===== config.mk =====
export PLATFORM = sky130hd
export DESIGN_NAME = sbc_status_flag_bank
export DESIGN_NICKNAME = d
export VERILOG_FILES = /design/src/rtl/sbc_status_pkg.sv /design/src/rtl/sbc_status_flag_bank.sv /design/src/rtl/persist_timer.sv
export SDC_FILE = /design/constraint.sdc
export NUM_CORES = 1
export LEC_CHECK = 0
export BUFFER_PORTS_ARGS = -buffer_cell sky130_fd_sc_hd__buf_2
export CORE_UTILIZATION = 50
export CTS_CLUSTER_SIZE = 12
export DETAILED_ROUTE_END_ITERATION = 10
export PLACE_DENSITY = 0.65
export SYNTH_ARGS = -nofsm -noshare
export SYNTH_HDL_FRONTEND = slang
export SYNTH_SLANG_ARGS = --single-unit

===== constraint.sdc =====
create_clock -name clk -period 5.59 [get_ports clk]
set_clock_uncertainty 0.2 [all_clocks]
set_input_delay 0 -clock clk [delete_from_list [all_inputs] [get_ports clk]]
set_output_delay 0 -clock clk [all_outputs]
set_load 0.01 [all_outputs]

===== src/rtl/sbc_status_pkg.sv =====
// Constants, types and carriers shared by the status flag bank.
package sbc_status_pkg;

  // ----------------------------------------------------------------
  // Serial frame layout
  // ----------------------------------------------------------------
  localparam logic [4:0] FRAME_BITS = 5'h10;
  localparam logic [4:0] DATA_FIRST = 5'h08;
  localparam logic [4:0] MODE_POS   = 5'h07;
  localparam int         MODE_BIT   = 7;

  // ----------------------------------------------------------------
  // Register addresses (7-bit)
  // ----------------------------------------------------------------
  localparam logic [6:0] ADDR_SUP_HI  = 7'h40;
  localparam logic [6:0] ADDR_SUP_LO  = 7'h41;
  localparam logic [6:0] ADDR_THERM   = 7'h42;
  localparam logic [6:0] ADDR_DEV     = 7'h43;
  localparam logic [6:0] ADDR_BUS     = 7'h44;
  localparam logic [6:0] ADDR_WAKE_A  = 7'h46;
  localparam logic [6:0] ADDR_WAKE_B  = 7'h47;
  localparam logic [6:0] ADDR_WAKE_LV = 7'h48;
  localparam logic [6:0] ADDR_GPIO_OC = 7'h54;
  localparam logic [6:0] ADDR_GPIO_OL = 7'h55;
  localparam logic [6:0] ADDR_SEL_WK  = 7'h70;
  localparam logic [6:0] ADDR_SEL_ERR = 7'h71;
  localparam logic [6:0] ADDR_CDR_A   = 7'h72;
  localparam logic [6:0] ADDR_CDR_B   = 7'h73;
  localparam logic [6:0] ADDR_IDENT   = 7'h7e;

  // ----------------------------------------------------------------
  // Field positions
  // ----------------------------------------------------------------
  localparam int HI_BATT_UV   = 6;
  localparam int HI_BATT_OV   = 5;
  localparam int HI_MAIN_OV   = 1;
  localparam int HI_PREWARN   = 0;
  localparam int LO_POR       = 7;
  localparam int LO_AUX_OT    = 4;
  localparam int LO_AUX_UV    = 3;
  localparam int LO_SHORT     = 2;
  localparam int LO_MAIN_UV   = 0;
  localparam int TH_SAFE      = 3;
  localparam int TH_SHUT2     = 2;
  localparam int TH_SHUT1     = 1;
  localparam int TH_PREWARN   = 0;
  localparam int DEV_WD_LSB   = 2;

  // ----------------------------------------------------------------
  // Implemented-bit masks and reset values
  // ----------------------------------------------------------------
  localparam logic [7:0] SUP_HI_MASK   = 8'h63;
  localparam logic [7:0] SUP_LO_MASK   = 8'h9d;
  localparam logic [7:0] THERM_MASK    = 8'h0f;
  localparam logic [7:0] SUP_HI_RST    = 8'h00;
  localparam logic [7:0] SUP_LO_POR    = 8'h80;
  localparam logic [7:0] SUP_LO_SOFT   = 8'h00;
  localparam logic [7:0] THERM_RST     = 8'h00;
  // Identification value is arbitrary.
  localparam logic [7:0] IDENT_VALUE   = 8'h5a;

  // ----------------------------------------------------------------
  // Counters and timing
  // ----------------------------------------------------------------
  localparam logic [1:0] WDOG_MISS_MAX = 2'h2;
  localparam logic [4:0] SHUT2_STREAK  = 5'h10;
  localparam logic [4:0] SHUT2_SAT     = 5'h1f;
  localparam int         LONG_WAIT_S   = 60;
  localparam int         CLK_FREQ_MHZ  = 125;
  localparam int         SHORT_TIME_US = 2000;
  localparam int         TIMER_W       = 18;
  localparam logic [TIMER_W-1:0] SHORT_CYCLES =
    TIMER_W'(SHORT_TIME_US * CLK_FREQ_MHZ);

  // ----------------------------------------------------------------
  // Types
  // ----------------------------------------------------------------
  typedef enum logic [5:0] {
    MODE_INIT     = 6'h01,
    MODE_NORMAL   = 6'h02,
    MODE_STOP     = 6'h04,
    MODE_SLEEP    = 6'h08,
    MODE_RESTART  = 6'h10,
    MODE_FAILSAFE = 6'h20
  } sbcMode_e;

  typedef enum logic [1:0] {
    LINK_IDLE  = 2'h1,
    LINK_SHIFT = 2'h2
  } linkState_e;

  typedef struct packed {
    logic battUv;
    logic battOv;
    logic mainOv;
    logic mainPrewarn;
    logic auxOt;
    logic auxUv;
    logic mainBelowReset;
    logic shut2;
    logic shut1;
    logic heatWarn;
  } faultIn_s;

endpackage


===== src/rtl/sbc_status_flag_bank.sv =====
// Sticky supply and thermal status flags read and cleared over serial.
`timescale 1ns/1ps
module sbc_status_flag_bank
  import sbc_status_pkg::*;
#(
  parameter logic [TIMER_W-1:0] SHORT_CYCLES_P = SHORT_CYCLES
) (
  input  wire logic     clk,
  input  wire logic     rst,
  input  wire logic     spiCsN,
  input  wire logic     spiSclk,
  input  wire logic     spiSdi,
  output logic          spiSdo,
  output logic          spiSdoOe,
  input  wire faultIn_s faultIn,
  input  wire sbcMode_e sbcMode,
  input  wire logic     mainRegOn,
  input  wire logic     chargePumpEnable,
  input  wire logic     loadPeakActive,
  input  wire logic     resetReleased,
  input  wire logic     softReset,
  input  wire logic     wdogMissEvent,
  input  wire logic     wdTriggerOk,
  input  wire logic     shut2StreakEnd,
  output logic          longRecoveryWait
);

  // ----------------------------------------------------------------
  // State
  // ----------------------------------------------------------------
  typedef struct packed {
    linkState_e  link;
    logic [2:0]  csnSync;
    logic [2:0]  sclkSync;
    logic [1:0]  sdiSync;
    faultIn_s    faultMeta;
    faultIn_s    faultSync;
    logic        shut2Prev;
    logic [4:0]  bitCount;
    logic [15:0] frame;
    logic [7:0]  snapshot;
    logic [7:0]  supHi;
    logic [7:0]  supLo;
    logic [7:0]  therm;
    logic [1:0]  wdCount;
    logic [4:0]  shut2Count;
    logic        sdo;
    logic        sdoOe;
    logic        longWait;
  } state_s;

  state_s     st;
  state_s     next_st;
  logic       shortLong;
  logic       sclkRise;
  logic       sclkFall;
  logic       csnFall;
  logic       csnRise;
  logic       endFrame;
  logic       clearReq;
  logic [6:0] addr;
  logic [7:0] readData;
  logic [7:0] clrHi;
  logic [7:0] clrLo;
  logic [7:0] clrTh;
  logic [7:0] setHi;
  logic [7:0] setLo;
  logic [7:0] setTh;
  logic       battUvEn;
  logic       battOvEn;
  logic       stopExcept;
  logic       mainOffSleep;
  logic       mainUvEn;
  logic       shut2Rise;
  faultIn_s   fs;

  // ----------------------------------------------------------------
  // Short-to-ground qualifier
  // ----------------------------------------------------------------
  // persistence timing qualifier.
  persist_timer #(
    .LIMIT (SHORT_CYCLES_P)
  ) shortTimer (
    .clk     (clk),
    .rst     (rst),
    .cond    (mainRegOn && st.faultSync.mainBelowReset),
    .expired (shortLong)
  );

  // ----------------------------------------------------------------
  // Next-state logic
  // ----------------------------------------------------------------
  // Synchronise pins, run the frame, and update the flags.
  always_comb begin
    next_st = st;
    fs      = st.faultSync;

    // Two-stage synchronisers; the third csn/sclk stage is history.
    next_st.csnSync   = {st.csnSync[1:0], spiCsN};
    next_st.sclkSync  = {st.sclkSync[1:0], spiSclk};
    next_st.sdiSync   = {st.sdiSync[0], spiSdi};
    next_st.faultMeta = faultIn;
    next_st.faultSync = st.faultMeta;
    next_st.shut2Prev = fs.shut2;

    sclkRise = st.sclkSync[1] && !st.sclkSync[2];
    sclkFall = !st.sclkSync[1] && st.sclkSync[2];
    csnFall  = !st.csnSync[1] && st.csnSync[2];
    csnRise  = st.csnSync[1] && !st.csnSync[2];
    addr     = st.frame[6:0];

    // reserved and unmodelled bytes read zero.
    if (addr == ADDR_SUP_HI) begin
      readData = st.supHi & SUP_HI_MASK;
    end else if (addr == ADDR_SUP_LO) begin
      readData = st.supLo & SUP_LO_MASK;
    end else if (addr == ADDR_THERM) begin
      readData = st.therm & THERM_MASK;
    end else if (addr == ADDR_DEV) begin
      readData = {4'h0, st.wdCount, 2'h0};
    end else if (addr == ADDR_IDENT) begin
      readData = IDENT_VALUE;
    end else begin
      readData = 8'h00;
    end

    // only a full frame may clear.
    endFrame = csnRise && (st.link == LINK_SHIFT) &&
               (st.bitCount == FRAME_BITS);
    // mode bit picks read or clear.
    clearReq = endFrame && st.frame[MODE_BIT];
    // clear only the bits that were reported.
    clrHi = (clearReq && addr == ADDR_SUP_HI) ? st.snapshot : 8'h00;
    clrLo = (clearReq && addr == ADDR_SUP_LO) ? st.snapshot : 8'h00;
    clrTh = (clearReq && addr == ADDR_THERM) ? st.snapshot : 8'h00;

    case (st.link)
      LINK_IDLE: begin
        next_st.sdo   = 1'b0;
        next_st.sdoOe = 1'b0;
        if (csnFall) begin
          next_st.link     = LINK_SHIFT;
          next_st.bitCount = 5'h00;
          next_st.frame    = 16'h0000;
          next_st.sdoOe    = 1'b1;
        end
      end
      LINK_SHIFT: begin
        if (csnRise) begin
          next_st.link  = LINK_IDLE;
          next_st.sdo   = 1'b0;
          next_st.sdoOe = 1'b0;
        end else if (sclkRise && st.bitCount != FRAME_BITS) begin
          next_st.frame[st.bitCount[3:0]] = st.sdiSync[1];
          next_st.bitCount = st.bitCount + 5'h01;
          // capture the byte before any clear.
          if (st.bitCount == MODE_POS) begin
            next_st.snapshot = readData;
          end
        end else if (sclkFall) begin
          // data byte goes out in frame bits 8..15.
          if (st.bitCount >= DATA_FIRST &&
              st.bitCount != FRAME_BITS) begin
            next_st.sdo = st.snapshot[st.bitCount[2:0]];
          end else begin
            next_st.sdo = 1'b0;
          end
        end
      end
      default: begin
        next_st.link  = LINK_IDLE;
        next_st.sdoOe = 1'b0;
      end
    endcase

    // stop mode exceptions for battery monitoring.
    stopExcept = loadPeakActive || fs.mainPrewarn;
    // battery monitors need the main regulator.
    battUvEn = mainRegOn &&
               (sbcMode != MODE_STOP || stopExcept);
    // charge pump keeps overvoltage monitoring on.
    battOvEn = mainRegOn && (chargePumpEnable ||
               sbcMode != MODE_STOP || stopExcept);
    // no main overvoltage, undervoltage or short flags while asleep with main off.
    mainOffSleep = (sbcMode == MODE_SLEEP) && !mainRegOn;
    mainUvEn = !mainOffSleep && (shortLong ||
               sbcMode == MODE_NORMAL ||
               sbcMode == MODE_STOP ||
               (sbcMode == MODE_INIT && resetReleased));

    setHi             = 8'h00;
    setHi[HI_BATT_UV] = fs.battUv && battUvEn;
    setHi[HI_BATT_OV] = fs.battOv && battOvEn;
    setHi[HI_MAIN_OV] = fs.mainOv && !mainOffSleep;
    setHi[HI_PREWARN] = fs.mainPrewarn;

    setLo             = 8'h00;
    setLo[LO_AUX_OT]  = fs.auxOt;
    setLo[LO_AUX_UV]  = fs.auxUv;
    setLo[LO_MAIN_UV] = fs.mainBelowReset && mainUvEn;
    setLo[LO_SHORT]   = shortLong && !mainOffSleep;

    shut2Rise = fs.shut2 && !st.shut2Prev;
    if (shut2StreakEnd) begin
      next_st.shut2Count = 5'h00;
    end else if (shut2Rise && st.shut2Count != SHUT2_SAT) begin
      next_st.shut2Count = st.shut2Count + 5'h01;
    end
    next_st.longWait = st.shut2Count > SHUT2_STREAK;

    setTh             = 8'h00;
    setTh[TH_SAFE]    = st.shut2Count > SHUT2_STREAK;
    setTh[TH_SHUT2]   = fs.shut2;
    setTh[TH_SHUT1]   = fs.shut1;
    setTh[TH_PREWARN] = fs.heatWarn;

    // sticky flags: set wins over a same-cycle clear.
    // thermal flags hold after the condition ends.
    next_st.supHi = ((st.supHi & ~clrHi) | setHi) & SUP_HI_MASK;
    next_st.supLo = ((st.supLo & ~clrLo) | setLo) & SUP_LO_MASK;
    next_st.therm = ((st.therm & ~clrTh) | setTh) & THERM_MASK;

    // watchdog failure count, cleared by the device.
    if (wdTriggerOk) begin
      next_st.wdCount = 2'h0;
    end else if (wdogMissEvent && st.wdCount != WDOG_MISS_MAX) begin
      next_st.wdCount = st.wdCount + 2'h1;
    end

    // soft reset leaves all flag bytes at zero.
    if (softReset) begin
      next_st.supHi     = SUP_HI_RST;
      next_st.supLo     = SUP_LO_SOFT;
      next_st.therm     = THERM_RST;
      next_st.wdCount   = 2'h0;
      next_st.shut2Count = 5'h00;
      next_st.longWait  = 1'b0;
    end
  end

  // ----------------------------------------------------------------
  // State register
  // ----------------------------------------------------------------
  // power-on reset marks the power-on flag.
  always_ff @(posedge clk or posedge rst) begin
    if (rst) begin
      st          <= '0;
      st.link     <= LINK_IDLE;
      st.csnSync  <= 3'h7;
      st.supHi    <= SUP_HI_RST;
      st.supLo    <= SUP_LO_POR;
      st.therm    <= THERM_RST;
    end else begin
      st <= next_st;
    end
  end

  // Outputs come straight from flip-flops.
  assign spiSdo           = st.sdo;
  assign spiSdoOe         = st.sdoOe;
  assign longRecoveryWait = st.longWait;
endmodule


===== src/rtl/persist_timer.sv =====
// Qualifier that reports a condition held for a set number of cycles.
`timescale 1ns/1ps
module persist_timer
  import sbc_status_pkg::*;
#(
  parameter logic [TIMER_W-1:0] LIMIT = SHORT_CYCLES
) (
  input  wire logic clk,
  input  wire logic rst,
  input  wire logic cond,
  output logic      expired
);

  typedef struct packed {
    logic [TIMER_W-1:0] count;
    logic               expired;
  } timer_s;

  timer_s st;
  timer_s next_st;

  // Count while the condition holds; saturate at the limit.
  always_comb begin
    next_st = st;
    if (!cond) begin
      next_st.count   = '0;
      next_st.expired = 1'b0;
    end else begin
      if (st.count != LIMIT) begin
        next_st.count = st.count + 1'b1;
      end
      next_st.expired = (st.count == LIMIT);
    end
  end

  // State register.
  always_ff @(posedge clk or posedge rst) begin
    if (rst) begin
      st <= '0;
    end else begin
      st <= next_st;
    end
  end

  assign expired = st.expired;

endmodule


## Word level (Yosys, flattened, before mapping)

Cells that the tools add are included.

| word-level totals | value |
|---|---|
| register bits after elaboration | 108 |
| bits in latches | 0 |
| bits in writable memories | 0 |
| memory bits (read-only) | 0 |
| logic and storage cells | 168 |
| memories kept | 0 |

| cells by class | value |
|---|---|
| add/subtract/negate cells | 4 |
| multiply operators | 0 |
| divide/modulo/power cells | 0 |
| $lt $le $gt $ge | 5 |
| equal/unequal tests | 26 |
| shift operators | 0 |
| muxes and demuxes | 37 |
| bitwise operators | 10 |
| reductions and logical operators | 48 |

Operator list:

| cell | number |
|---|---|
| $mux W29 | 2 |
| $pmux W21 S2 | 1 |
| $eq A7 B7 Y1 const B | 5 |
| $mux W8 | 4 |
| $mux W30 | 1 |
| $mux W7 | 4 |
| $logic_and A1 B1 Y1 | 27 |
| $mux W21 | 1 |
| $mux W19 | 1 |
| $add A18 B1 Y18 const B | 1 |
| $eq A18 B18 Y1 const B | 1 |
| $mux W18 | 1 |
| $ne A18 B18 Y1 const B | 1 |
| $bwmux W16 | 1 |
| $add A5 B1 Y5 const B | 2 |
| $mux W5 | 2 |
| $ne A2 B2 Y1 const B | 5 |
| $ne A5 B5 Y1 const B | 2 |
| $mux W1 | 9 |
| $and A8 B8 Y8 | 1 |
| $mux W2 | 4 |
| $not A8 Y8 | 1 |
| $or A8 B5 Y8 | 1 |
| $reduce_and A4 Y1 | 2 |
| 35 further kinds | 50 |

## Logic depth before layout (Yosys ltp)

Gate-level depths: netlist of the first run.

| depth | value |
|---|---|
| depth after elaboration | 11 |
| depth in mapped cells | 8 |

## Modules after synthesis

A second synthesis of the first run with hierarchy kept.

| second synthesis, totals | value |
|---|---|
| cells, all modules | 414 |
| area total of the unflattened synthesis | 4495.6 um2 |

By module, submodules not included:

| module | instances | cells each | area an instance (um2) |
|---|---|---|---|
| sbc_status_flag_bank | 1 | 306 | 3429.5 |
| persist_timer | 1 | 108 | 1066.0 |

## Worst setup path after synthesis of the first run

Ideal clock, no wire load.

| timing | value |
|---|---|
| kind | register -> register |
| start | register st[59] (netlist bit) |
| end | register st[20] (netlist bit) |
| arrival | 1.878 ns |
| slack | 3.390 ns |
| cell stages (with the launch flop) | 8 |
| clock period less this slack | 2.200 ns |
| path through | dfrtp_1 > inv_1 > ha_1 > nand4bb_1 > or3_1 > nor4_4 > nand2_1 > a32o_1 |

RTL lines:

| element | line | RTL |
|---|---|---|
| from (decl) | sbc_status_flag_bank.sv:52 | `state_s st;` |
| from (signal assigned) | sbc_status_flag_bank.sv:254 | `st <= next_st;` |

## Final worst setup path of the first run

| timing | value |
|---|---|
| start | register st[3] (netlist bit) |
| end | register st[3] (netlist bit) |

| on the way | value |
|---|---|
| cells in the longest elaborated chain, start to end | 4 |
| elaborated cells between the ends (all ways) | 7 |

Ends and longest elaborated chain:

| element | line | RTL |
|---|---|---|
| $add A5 B1 Y5 | sbc_status_flag_bank.sv:207 | `next_st.shut2Count = st.shut2Count + 5'h01;` |
| $mux W5 | sbc_status_flag_bank.sv:206 | `end else if (shut2Rise && st.shut2Count != SHUT2_SAT) begin` |
| $mux W5 | sbc_status_flag_bank.sv:204 | `if (shut2StreakEnd) begin` |
| $mux W30 | sbc_status_flag_bank.sv:231 | `if (softReset) begin` |

Several ways; a longest one is shown, not always the timed one. The select of a mux whose other input is x is not followed.
A chain may end at the register's enable or synchronous reset.

==> results of run 1 <==
==> sequential cells by signal (all words and copies together), names as in the netlist <==
register	cells
st	40
shortTimer.st	18
next_st	15
fs	10
addr	7
longRecoveryWait	1
shortTimer.expired	1
spiSdo	1
spiSdoOe	1
==> timing repair <==
action	4_1_cts	5_1_grt
hold buffers	28	0
gates resized for setup	0	0
setup buffers	0	0
endpoints found under the hold margin	49	0
==> worst paths after layout <==
kind	from	endpoint	slack (ns)
worst max-delay path	st[3]$_DFFE_PP0P_	st[3]$_DFFE_PP0P_	2.85
worst min-delay path	resetReleased	st[18]$_DFF_PP0_	0.01
worst max register to register	st[3]$_DFFE_PP0P_	st[3]$_DFFE_PP0P_	2.85
worst min register to register	next_st[64]$_DFF_PP0_	fs[0]$_DFF_PP0_	0.16
max in group asynchronous	rst	shortTimer.st[1]$_DFFE_PP0N_	3.48
min in group asynchronous	rst	next_st[85]$_DFF_PP0_	0.50
==> final cells by class <==
class	count	area, um2
well taps	105	131
clock buffers	11	141
fillers	691	3250
multi-input cells	268	1750
flip-flops and latches	94	2360
clock inverters	5	42.5
repair buffers	60	443
inverters	26	98.8
==> placed cells by master (no fill, tap or decap), types with 3 or more instances in the layout <==
cell	n
o21ai_0	19
ha_1	12
nand3_1	14
a31oi_1	4
nor2_1	40
clkbuf_8	10
buf_2	31
xor2_1	12
nor3_1	16
dlygate4sd3_1	28
and3_1	6
mux2i_1	9
nand2b_1	3
inv_1	25
nand4_1	13
nor2b_1	6
xnor2_1	10
dfrtp_1	89
nor4_4	3
nand2_1	33
a311oi_1	4
dfstp_2	5
or3_1	3
a21o_1	3
a21oi_1	21
==> worst max-delay path, stage by stage (launching register included) <==
cell	delay (ns)
dfrtp_1	0.43
ha_1	0.23
and3_1	0.20
ha_1	0.18
nor3_1	0.58
xnor2_1	0.20
nor3_1	0.05
dlygate4sd3_1	0.56
==> logic make-up after synthesis <==
group,share of synthesized area
and+or+nand+nor,0.195
DFF,0.554
AOI/OAI and AO/OA,0.0991
buffers and inverters,0.0338
xor gates and xnor gates,0.0453
muxes,0.0370
adders and majority gates,0.0353
==> power by group <==
part | switching [mW] | leakage (nW) | internal [mW]
clock network | 0.242 | 0.0905 | 0.179
logic | 0.0927 | 0.898 | 0.0651
registers | 0.0283 | 1.22 | 0.710
total | 0.363 | 2.21 | 0.954
==> routing by layer <==
| metal | GRT usage | share of wire | vias to the layer above |
|---|---|---|---|
| met2 | 0.338 | 0.47 | 54 |
| met5 | 0 | 0 | - |
| met1 | 0.309 | 0.49 | 1484 |
| met3 | 0.0356 | 0.029 | 11 |
| met4 | 0.0705 | 0.014 | 0 |
| li1 | - | - | 1517 |
==> metrics by stage <==
stage | setup WS, ns | hold slack (ns) | instance area, um2 | power, mW
finish | 2.85 | 0.0125 | 4970 | 1.32
global placement | 3.20 | -0.233 | 4500 | 0.892
floorplan | 2.95 | -0.196 | 4260 | 0.850
detailed placement | 3.12 | -0.231 | 4500 | 0.895
global route | 2.74 | 0.0418 | 4970 | 1.38
CTS | 2.87 | 0.00173 | 4970 | 1.33
==> summary.md, run 1 <==
| Metric | Value |
|---|---|
| Row count | `33` |
| Mapped Area | `4260 um2` |
| Final setup violation count | `0` |
| TritonCTS Buffers | `9` |
| Worst-path fanout max | `6` |
| Layout area overhead | `16.8%` |
| Leading area contributor after synthesis | `dfrtp_1` |
| DR DRC count | `0` |
| Final worst path period need | `2.74 ns` |
| Post-synth top cells | `dfrtp_1, nor2_1, nand2_1` |
| Clk root buf | `clkbuf_8` |
| Hold/Removal Path Class | `input pin to register` |
| Peak supply drop | `0.148 mV` |
| Slew Limit Fails | `0` |
| Grt ovf | `0` |
| Post-synthesis cell count | `398` |
| Endpoints failing hold | `0` |
| Static Leakage | `2.21 nW` |
| Startpoint types | `register` |
| RSZ-0062 raised after global routing | `no` |
| Worst EP required | `5.64 ns` |
| Maxcap violations | `0` |
| Final core utilization | `0.605` |
| Layout Cells excl Fill | `569` |
| First-pass iteration count of the detailed router | `4` |
| Max-slew headroom | `0.388` |
| Setup TNS | `0 ns` |
| Worst Max-Slew Pin Slew | `0.918 ns` |
| Routed len/inst | `14.9 um` |
| Die X | `94.3 um` |
| CTS clk-pin slew, worst paths | `0.10 ns` |
| Status | `finished, final reports clean` |
| Iter 0 DRT Violations | `129` |
| Worst hold stages | `6` |
| Syn avg cell area | `10.7 um2` |
| Placed cell count | `525` |
| TritonCTS clock tree | `yes` |
| Fin nets | `500` |
| First-pass GRT wire length | `14.7 mm` |
| Largest net degree at the start of global routing | `77` |
| Fmax | `365 MHz` |
| Antenna Cells | `0` |
| DRT Wirelength | `8.48 mm` |
| Starting Density | `0.518` |
| Via-to-Cell Ratio | `5.39` |
| Crit share post-route | `0.490` |
| H-tree Lvls | `3` |
| Arrival time at the worst endpoint | `2.79 ns` |
| Initial antenna violation count | `0` |
| Synth unique cells | `55` |
| Post-route ant nets | `0` |
| IO Count | `32` |
| Synth Net Count | `439` |
| Most common cell in the netlist | `dfrtp_1` |
| Sequential fraction of the synthesis area | `0.554` |
| Hpwl dp | `5.67 mm` |
| Placeable core region | `8220 um2` |
| IO buf count | `31` |
| Skew-Pair Late Insertion Delay | `0.35 ns` |
| Vias in the first global route | `3007` |
| Gr usage total | `0.217` |
| CTS Buffer Depth | `2` |
| Yosys top cell area share | `0.523` |
| Vias | `3066` |
| Clk sinks | `94` |
| Number of synthesized register bits | `94` |
| PD cells | `265 nW/um2` |
| Worst reg-to-reg path cell count | `7` |
| Ys flop type | `dfrtp_1` |
| Share of layout cells above drive strength 1 | `0.144` |
| Die area | `8880 um2` |
| Die Y-Extent | `94.3 um` |
| EDFF count, synth | `0` |
| GP Congestion | `0.832` |
| CP endpoint kind | `register` |
| Synth warn | `0` |
| Top cells by area, synth | `dfrtp_1, ha_1, nor2_1` |
| Crit Path Category | `register to register` |
| Async SR Flop Fraction | `1.00` |
No activity file was read; power rests on OpenSTA's default activity.
==> inputs of run 2 (changes only) <==
--- a/config.mk
+++ b/config.mk
@@ -5,6 +5,7 @@
 export SDC_FILE = /design/constraint.sdc
 export NUM_CORES = 1
 export LEC_CHECK = 0
+export ABC_AREA = 1
 export BUFFER_PORTS_ARGS = -buffer_cell sky130_fd_sc_hd__buf_2
 export CORE_UTILIZATION = 50
 export CTS_CLUSTER_SIZE = 12
==> constraint.sdc (replaced) <==
create_clock -name clk -period 2.6 [get_ports clk]
set_clock_uncertainty 0.2 [all_clocks]
set_input_delay 0 -clock clk [delete_from_list [all_inputs] [get_ports clk]]
set_output_delay 0 -clock clk [all_outputs]
set_load 0.01 [all_outputs]
==> summary.md, run 2 <==
| Metric | Value |
|---|---|
| Mux cell area share after synthesis | `0 (was 0.0370)` |
| Routed len/inst | `13.0 um (was 14.9 um)` |
| Starting Density | `0.526 (was 0.518)` |
| Most common cell in the netlist | `nand2_1 (was dfrtp_1)` |
| Vias | `3999 (was 3066)` |
| Launch point of the worst hold path | `faultIn[6] (was resetReleased)` |
| Layout area overhead | `18.1% (was 16.8%)` |
| Sequential fraction of the synthesis area | `0.507 (was 0.554)` |
| Synth unique cells | `33 (was 55)` |
| CTS Buffer Depth | `2 (unchanged)` |
| R2r startpoint | `st[58]$_DFFE_PP0P_ (was st[3]$_DFFE_PP0P_)` |
| Post-synth top cells | `nand2_1, dfrtp_1, nor2_1 (was dfrtp_1, nor2_1, nand2_1)` |
| Die Y-Extent | `98.5 um (was 94.3 um)` |
| Post-route ant nets | `0 (unchanged)` |
| Slew Limit Fails | `0 (unchanged)` |
| Static Leakage | `2.62 nW (was 2.21 nW)` |
| Clk sinks | `94 (unchanged)` |
| First-pass GRT wire length | `17.7 mm (was 14.7 mm)` |
| Share of layout cells above drive strength 1 | `0.102 (was 0.144)` |
| Startpoint types | `register (unchanged)` |
| GP Congestion | `0.910 (was 0.832)` |
| Gr usage total | `0.226 (was 0.217)` |
| Number of synthesized register bits | `94 (unchanged)` |
| Antenna Cells | `0 (unchanged)` |
| Ys flop type | `dfrtp_1 (unchanged)` |
| Crit. Startpoint | `st[58]$_DFFE_PP0P_ (was st[3]$_DFFE_PP0P_)` |
| Leading area contributor after synthesis | `dfrtp_1 (unchanged)` |
| Commonest non-fill, non-tap cell in the layout | `nand2_1 (was dfrtp_1)` |
| Hpwl dp | `6.88 mm (was 5.67 mm)` |
| Crit share post-route | `0.941 (was 0.490)` |
| EDFF count, synth | `0 (unchanged)` |
| Initial antenna violation count | `0 (unchanged)` |
| Via-to-Cell Ratio | `5.18 (was 5.39)` |
| Slowest stage delay, CP | `0.55 ns (was 0.58 ns)` |
| H-tree Lvls | `3 (unchanged)` |
| Yosys top cell area share | `0.478 (was 0.523)` |
| Synth Net Count | `626 (was 439)` |
| Area of the multi-input gates | `1950 um2 (was 1750 um2)` |
| Worst-path fanout max | `9 (was 6)` |
| Synth Area in Adders | `0.0323 (was 0.0353)` |
| Synth warn | `0 (unchanged)` |
| CTS clk-pin slew, worst paths | `0.10 ns (about the same)` |
| Iter 0 DRT Violations | `179 (was 129)` |
| IO buf count | `31 (unchanged)` |
| Fin nets | `700 (was 500)` |
| Worst Max-Slew Pin Slew | `0.617 ns (was 0.918 ns)` |
| Endpoints failing hold | `0 (unchanged)` |
| Largest net degree at the start of global routing | `68 (was 77)` |
| Compound-Gate Fraction of Synth Area | `0.0718 (was 0.0991)` |
| Skew-Pair Late Insertion Delay | `0.37 ns (was 0.35 ns)` |
| CP endpoint kind | `register (unchanged)` |
| PD cells | `558 nW/um2 (was 265 nW/um2)` |
| Final Power | `3.07 mW (was 1.32 mW)` |
| Grt ovf | `0 (unchanged)` |
| DR DRC count | `0 (unchanged)` |
| Pre-CTS setup slack | `0.422 ns (was 3.12 ns)` |
| Worst EP required | `2.64 ns (was 5.64 ns)` |
| Arrival time at the worst endpoint | `2.49 ns (was 2.79 ns)` |
| Crit Path Category | `register to register (unchanged)` |
| Setup TNS | `0 ns (unchanged)` |
| Top cells by area, synth | `dfrtp_1, nand2_1, nor2_1 (was dfrtp_1, ha_1, nor2_1)` |
| Async SR Flop Fraction | `1.00 (unchanged)` |
| IO Count | `32 (unchanged)` |
| Clk root buf | `clkbuf_8 (unchanged)` |
| Reg with most FFs | `st (unchanged)` |
| DRT Wirelength | `10.0 mm (was 8.48 mm)` |
| Vias in the first global route | `3988 (was 3007)` |
| Placeable core region | `8850 um2 (was 8220 um2)` |
| Highest-delay cell along the critical path | `dlygate4sd3_1 (was nor3_1)` |
| TritonCTS Buffers | `9 (unchanged)` |
| Maxcap violations | `0 (unchanged)` |
| Most frequent cells in the layout | `nand2_1, dfrtp_1, nor2_1 (was dfrtp_1, nor2_1, nand2_1)` |
| Syn avg cell area | `7.96 um2 (was 10.7 um2)` |
| Die X | `98.5 um (was 94.3 um)` |
| TritonCTS clock tree | `yes (unchanged)` |
| Peak supply drop | `0.340 mV (was 0.148 mV)` |
| Final setup violation count | `0 (unchanged)` |
| Final worst slack | `0.153 ns (was 2.85 ns)` |
| Largest family of logic cells by synthesized area | `simple AND/OR/NAND/NOR gates (unchanged)` |
| Fillers | `813 (was 691)` |
| Placed cell count | `718 (was 525)` |
| Max reg flops | `40 (unchanged)` |
| Max-slew headroom | `0.588 (was 0.388)` |
| Status | `finished, final reports clean (unchanged)` |
| Simple-Gate Fraction of Synth Area | `0.309 (was 0.195)` |
| XOR/XNOR Fraction of Synth Area | `0.00565 (was 0.0453)` |
| Final worst path period need | `2.45 ns (was 2.74 ns)` |
| Sequential cell area | `2360 um2 (unchanged)` |
| Fmax | `409 MHz (was 365 MHz)` |
| Mapped Area | `4650 um2 (was 4260 um2)` |
| Die area | `9700 um2 (was 8880 um2)` |
| First-pass iteration count of the detailed router | `7 (was 4)` |
| Post-synthesis cell count | `585 (was 398)` |
| Hold/Removal Path Class | `input pin to register (unchanged)` |
| Layout Cells excl Fill | `772 (was 569)` |
| Worst path cell trace | `inv_1 > ha_1 > nand3_4 > nor2_4 > nand3_1 > nand2_1 > a21oi_1 > dlygate4sd3_1 (was ha_1 > and3_1 > ha_1 > nor3_1 > xnor2_1 > nor3_1 > dlygate4sd3_1)` |
| Row count | `34 (was 33)` |
-- run 2: cell types whose count changed after synthesis, sizes merged, moves of 10 or more --
cell,delta
nand2,+104
nor2,+51
xnor2,-10
o21ai,+12
inv,+50
nand3,+48
-- run 2: worst max-delay path: cells and delay by family, from the launching register on --
family	cells	cell delay, ns
AOI/OAI and AO/OA	1	0.06
adders and majority gates	1	0.28
buffers and inverters	2	0.78
DFF	1	0.48
and+or+nand+nor	4	0.53
-- run 2: report_power, final --
group	internal (mW)	leakage [nW]	switching (mW)	total [mW]
Combinational	0.170	1.30	0.321	0.491
Clock	0.463	0.101	0.550	1.01
Sequential	1.53	1.22	0.0380	1.57
Total	2.16	2.62	0.909	3.07
-- run 2: what timing repair did --
action | 4_1_cts | 5_1_grt
gates resized for setup | 0 | 0
hold buffers | 35 | 1
setup buffers | 0 | 3
endpoints found under the hold margin | 109 | 1
endpoints found under the setup margin | 0 | 2
-- run 2: cell type report --
type / count / area share
tap: 108 / 0.0246
inverter: 76 / 0.0526
multi-input combinational: 407 / 0.354
sequential: 94 / 0.429
timing repair buffer: 71 / 0.101
clock inverter: 6 / 0.0150
clock buffer: 10 / 0.0232
-- run 2: layer usage --
| layer | track usage | part of all wire |
|---|---|---|
| met1 | 0.309 | 0.47 |
| met2 | 0.373 | 0.47 |
| met3 | 0.0291 | 0.045 |
| met4 | 0.0827 | 0.016 |
| met5 | 0 | 0 |
-- run 2: path summary, 6_finish.rpt --
check                                        end  slack [ns]  cells past startpoint
min in group asynchronous     st[93]$_DFFE_PP0P_        0.08                      3
max in group asynchronous       st[25]$_DFF_PP1_        1.35                      4
min                        next_st[70]$_DFF_PP0_        0.06                      2
max                             st[32]$_DFF_PP0_        0.15                      8
min reg2reg                      fs[7]$_DFF_PP0_        0.16                      0
max reg2reg                     st[32]$_DFF_PP0_        0.15                      8
-- run 2: cell families after synthesis --
group	count (synthesis)
AO/OA/AOI/OAI	64
XOR/XNOR	3
adder cells (fa/ha/maj)	12
buffers and inverters	84
flip-flops	94
AND/OR/NAND/NOR	328
-- run 2: through the flow --
step | util | hold slack, ns | cell area [um2]
2_1_floorplan | - | -0.196 | 4660
3_3_place_gp | 0.555 | -0.0956 | 4910
3_5_place_dp | 0.555 | -0.0935 | 4910
4_1_cts | 0.619 | 0.0514 | 5470
5_1_grt | 0.621 | 0.0596 | 5500
6_report | 0.621 | 0.0644 | 5500
==> inputs of run 3 (changes only) <==
--- a/config.mk
+++ b/config.mk
@@ -11,6 +11,8 @@
 export CTS_CLUSTER_SIZE = 12
 export DETAILED_ROUTE_END_ITERATION = 10
 export PLACE_DENSITY = 0.65
+export REMOVE_ABC_BUFFERS = 1
+export SETUP_SLACK_MARGIN = 0.05
 export SYNTH_ARGS = -nofsm -noshare
 export SYNTH_HDL_FRONTEND = slang
 export SYNTH_SLANG_ARGS = --single-unit
==> summary.md, run 3 (same netlist as run 2, synthesis figures left out) <==
| Metric | Value |
|---|---|
| Slew Limit Fails | `0 (unchanged)` |
| IO buf count | `31 (unchanged)` |
| Iter 0 DRT Violations | `159 (was 179)` |
| Arrival time at the worst endpoint | `2.57 ns (was 2.49 ns)` |
| Hold/Removal Path Class | `input pin to asynchronous set/reset pin (was input pin to register)` |
| Skew-Pair Late Insertion Delay | `0.36 ns (was 0.37 ns)` |
| R2R setup slack | `0.23 ns (was 0.15 ns)` |
| Crit Path Category | `input pin to register (was register to register)` |
| Clk root buf | `clkbuf_8 (unchanged)` |
| Gr usage total | `0.226 (about the same)` |
| Max-slew headroom | `0.614 (was 0.588)` |
| Most frequent cells in the layout | `nand2_1, dfrtp_1, nor2_1 (unchanged)` |
| Maxcap violations | `0 (unchanged)` |
| DRT Wirelength | `9.93 mm (was 10.0 mm)` |
| Fin nets | `700 (unchanged)` |
| Placed cell count | `718 (unchanged)` |
| Vias in the first global route | `3849 (was 3988)` |
| Placed cell areas | `4910 um2 (about the same)` |
| Worst Max-Slew Pin Slew | `0.579 ns (was 0.617 ns)` |
| Initial antenna violation count | `0 (unchanged)` |
| Starting Density | `0.526 (unchanged)` |
| Fmax | `406 MHz (was 409 MHz)` |
| TritonCTS clock tree | `yes (unchanged)` |
| Grt ovf | `0 (unchanged)` |
| First-pass iteration count of the detailed router | `6 (was 7)` |
| Worst R2R End | `st[32]$_DFF_PP0_ (unchanged)` |
| Commonest non-fill, non-tap cell in the layout | `nand2_1 (unchanged)` |
| Worst reg-to-reg path cell count | `8 (unchanged)` |
| Placeable core region | `8850 um2 (unchanged)` |
| Endpoints failing hold | `0 (unchanged)` |
| Final worst slack | `0.137 ns (was 0.153 ns)` |
| Status | `finished, final reports clean (unchanged)` |
| Static Leakage | `2.64 nW (was 2.62 nW)` |
| Post-route ant nets | `0 (unchanged)` |
| Pre-CTS setup slack | `0.401 ns (was 0.422 ns)` |
| Worst-path fanout max | `2 (was 9)` |
| Startpoint types | `input pin (was register)` |
| Final core utilization | `0.624 (was 0.621)` |
| Largest net degree at the start of global routing | `50 (was 68)` |
| CTS Buffer Depth | `2 (unchanged)` |
| Final Instance Area | `5520 um2 (was 5500 um2)` |
| CP endpoint kind | `register (unchanged)` |
| First-pass GRT wire length | `17.4 mm (was 17.7 mm)` |
| Worst EP required | `2.71 ns (was 2.64 ns)` |
| Share of layout cells above drive strength 1 | `0.105 (was 0.102)` |
| CTS clk-pin slew, worst paths | `0.10 ns (about the same)` |
| H-tree Lvls | `3 (unchanged)` |
| Die area | `9700 um2 (unchanged)` |
| PD cells | `575 nW/um2 (was 558 nW/um2)` |
| Via-to-Cell Ratio | `5.13 (was 5.18)` |
| IO Count | `32 (unchanged)` |
| Die X | `98.5 um (unchanged)` |
| TritonCTS Buffers | `9 (unchanged)` |
| GP Congestion | `0.876 (was 0.910)` |
| Reg with most FFs | `st (unchanged)` |
| Die Y-Extent | `98.5 um (unchanged)` |
| Vias | `3959 (was 3999)` |
| Crit share post-route | `0.947 (was 0.941)` |
| Peak supply drop | `0.324 mV (was 0.340 mV)` |
| Hpwl dp | `7.01 mm (was 6.88 mm)` |
| DR DRC count | `0 (unchanged)` |
| RSZ-0062 raised after global routing | `no` |
| R2r startpoint | `st[58]$_DFFE_PP0P_ (unchanged)` |
| Final worst path period need | `2.46 ns (was 2.45 ns)` |
| Max reg flops | `40 (unchanged)` |
| Layout area overhead | `18.6% (was 18.1%)` |
| Clk sinks | `94 (unchanged)` |
| Final setup violation count | `0 (unchanged)` |
| Antenna Cells | `0 (unchanged)` |
| Layout Cells excl Fill | `772 (unchanged)` |
| Row count | `34 (unchanged)` |
| Setup TNS | `0 ns (unchanged)` |
| Routed len/inst | `12.9 um (was 13.0 um)` |
## run 3: worst max path at each step
stage / start / to / slack (ns) / cells past startpoint
after floorplan: rst / addr[0]$_DFFE_PP0P_ / -0.04 / 1
after global placement: st[58]$_DFFE_PP0P_ / st[37]$_DFFE_PP0P_ / 0.51 / 9
after detailed placement: st[58]$_DFFE_PP0P_ / st[37]$_DFFE_PP0P_ / 0.40 / 9
after CTS: st[58]$_DFFE_PP0P_ / st[32]$_DFF_PP0_ / 0.11 / 8
after global routing: st[58]$_DFFE_PP0P_ / st[32]$_DFF_PP0_ / 0.04 / 8
final: wdTriggerOk / st[9]$_DFFE_PP0P_ / 0.14 / 8
## run 3: repair_timing
item | CTS | global route
endpoints found under the setup margin | 0 | 1
buffers inserted | 0 | 3
resized for setup | 0 | 1
hold endpoints to repair | 131 | 0
hold buffers | 35 | 0
## run 3: area by class of cell
cell class	count	area [um2]
inverters	76	288
fillers	797	3330
repair buffers	71	556
well taps	108	135
flip-flops and latches	94	2360
multi-input cells	407	1950
clock buffers	9	124
clock inverters	7	109
## run 3: routing by layer
layer / track usage / part of all wire / vias to the layer above
li1: - / - / 2025
met1: 0.307 / 0.48 / 1854
met2: 0.376 / 0.48 / 73
met3: 0.0447 / 0.032 / 7
met4: 0.0517 / 0.0096 / 0
met5: 0 / 0 / -
## run 3: critical path, cell delays in order
cell and delay (ns):
dlygate4sd3_1 0.53, buf_2 0.12, nor2_1 0.06, dlygate4sd3_1 0.56, nand2_1 0.05, dlygate4sd3_1 0.55
a21oi_1 0.13, dlygate4sd3_1 0.57
## run 3: power by group
part | total (mW) | internal, mW | switching [mW] | leakage [nW]
Sequential | 1.57 | 1.53 | 0.0376 | 1.22
Combinational | 0.484 | 0.170 | 0.313 | 1.30
Clock | 1.13 | 0.566 | 0.560 | 0.119
Total | 3.18 | 2.26 | 0.912 | 2.64
## run 3: through the flow
step	total power [mW]	hold WS, ns
floorplan	1.91	-0.196
global placement	2.03	-0.101
detailed placement	2.05	-0.0907
CTS	3.21	0.0522
global route	3.34	0.0472
finish	3.18	0.0567
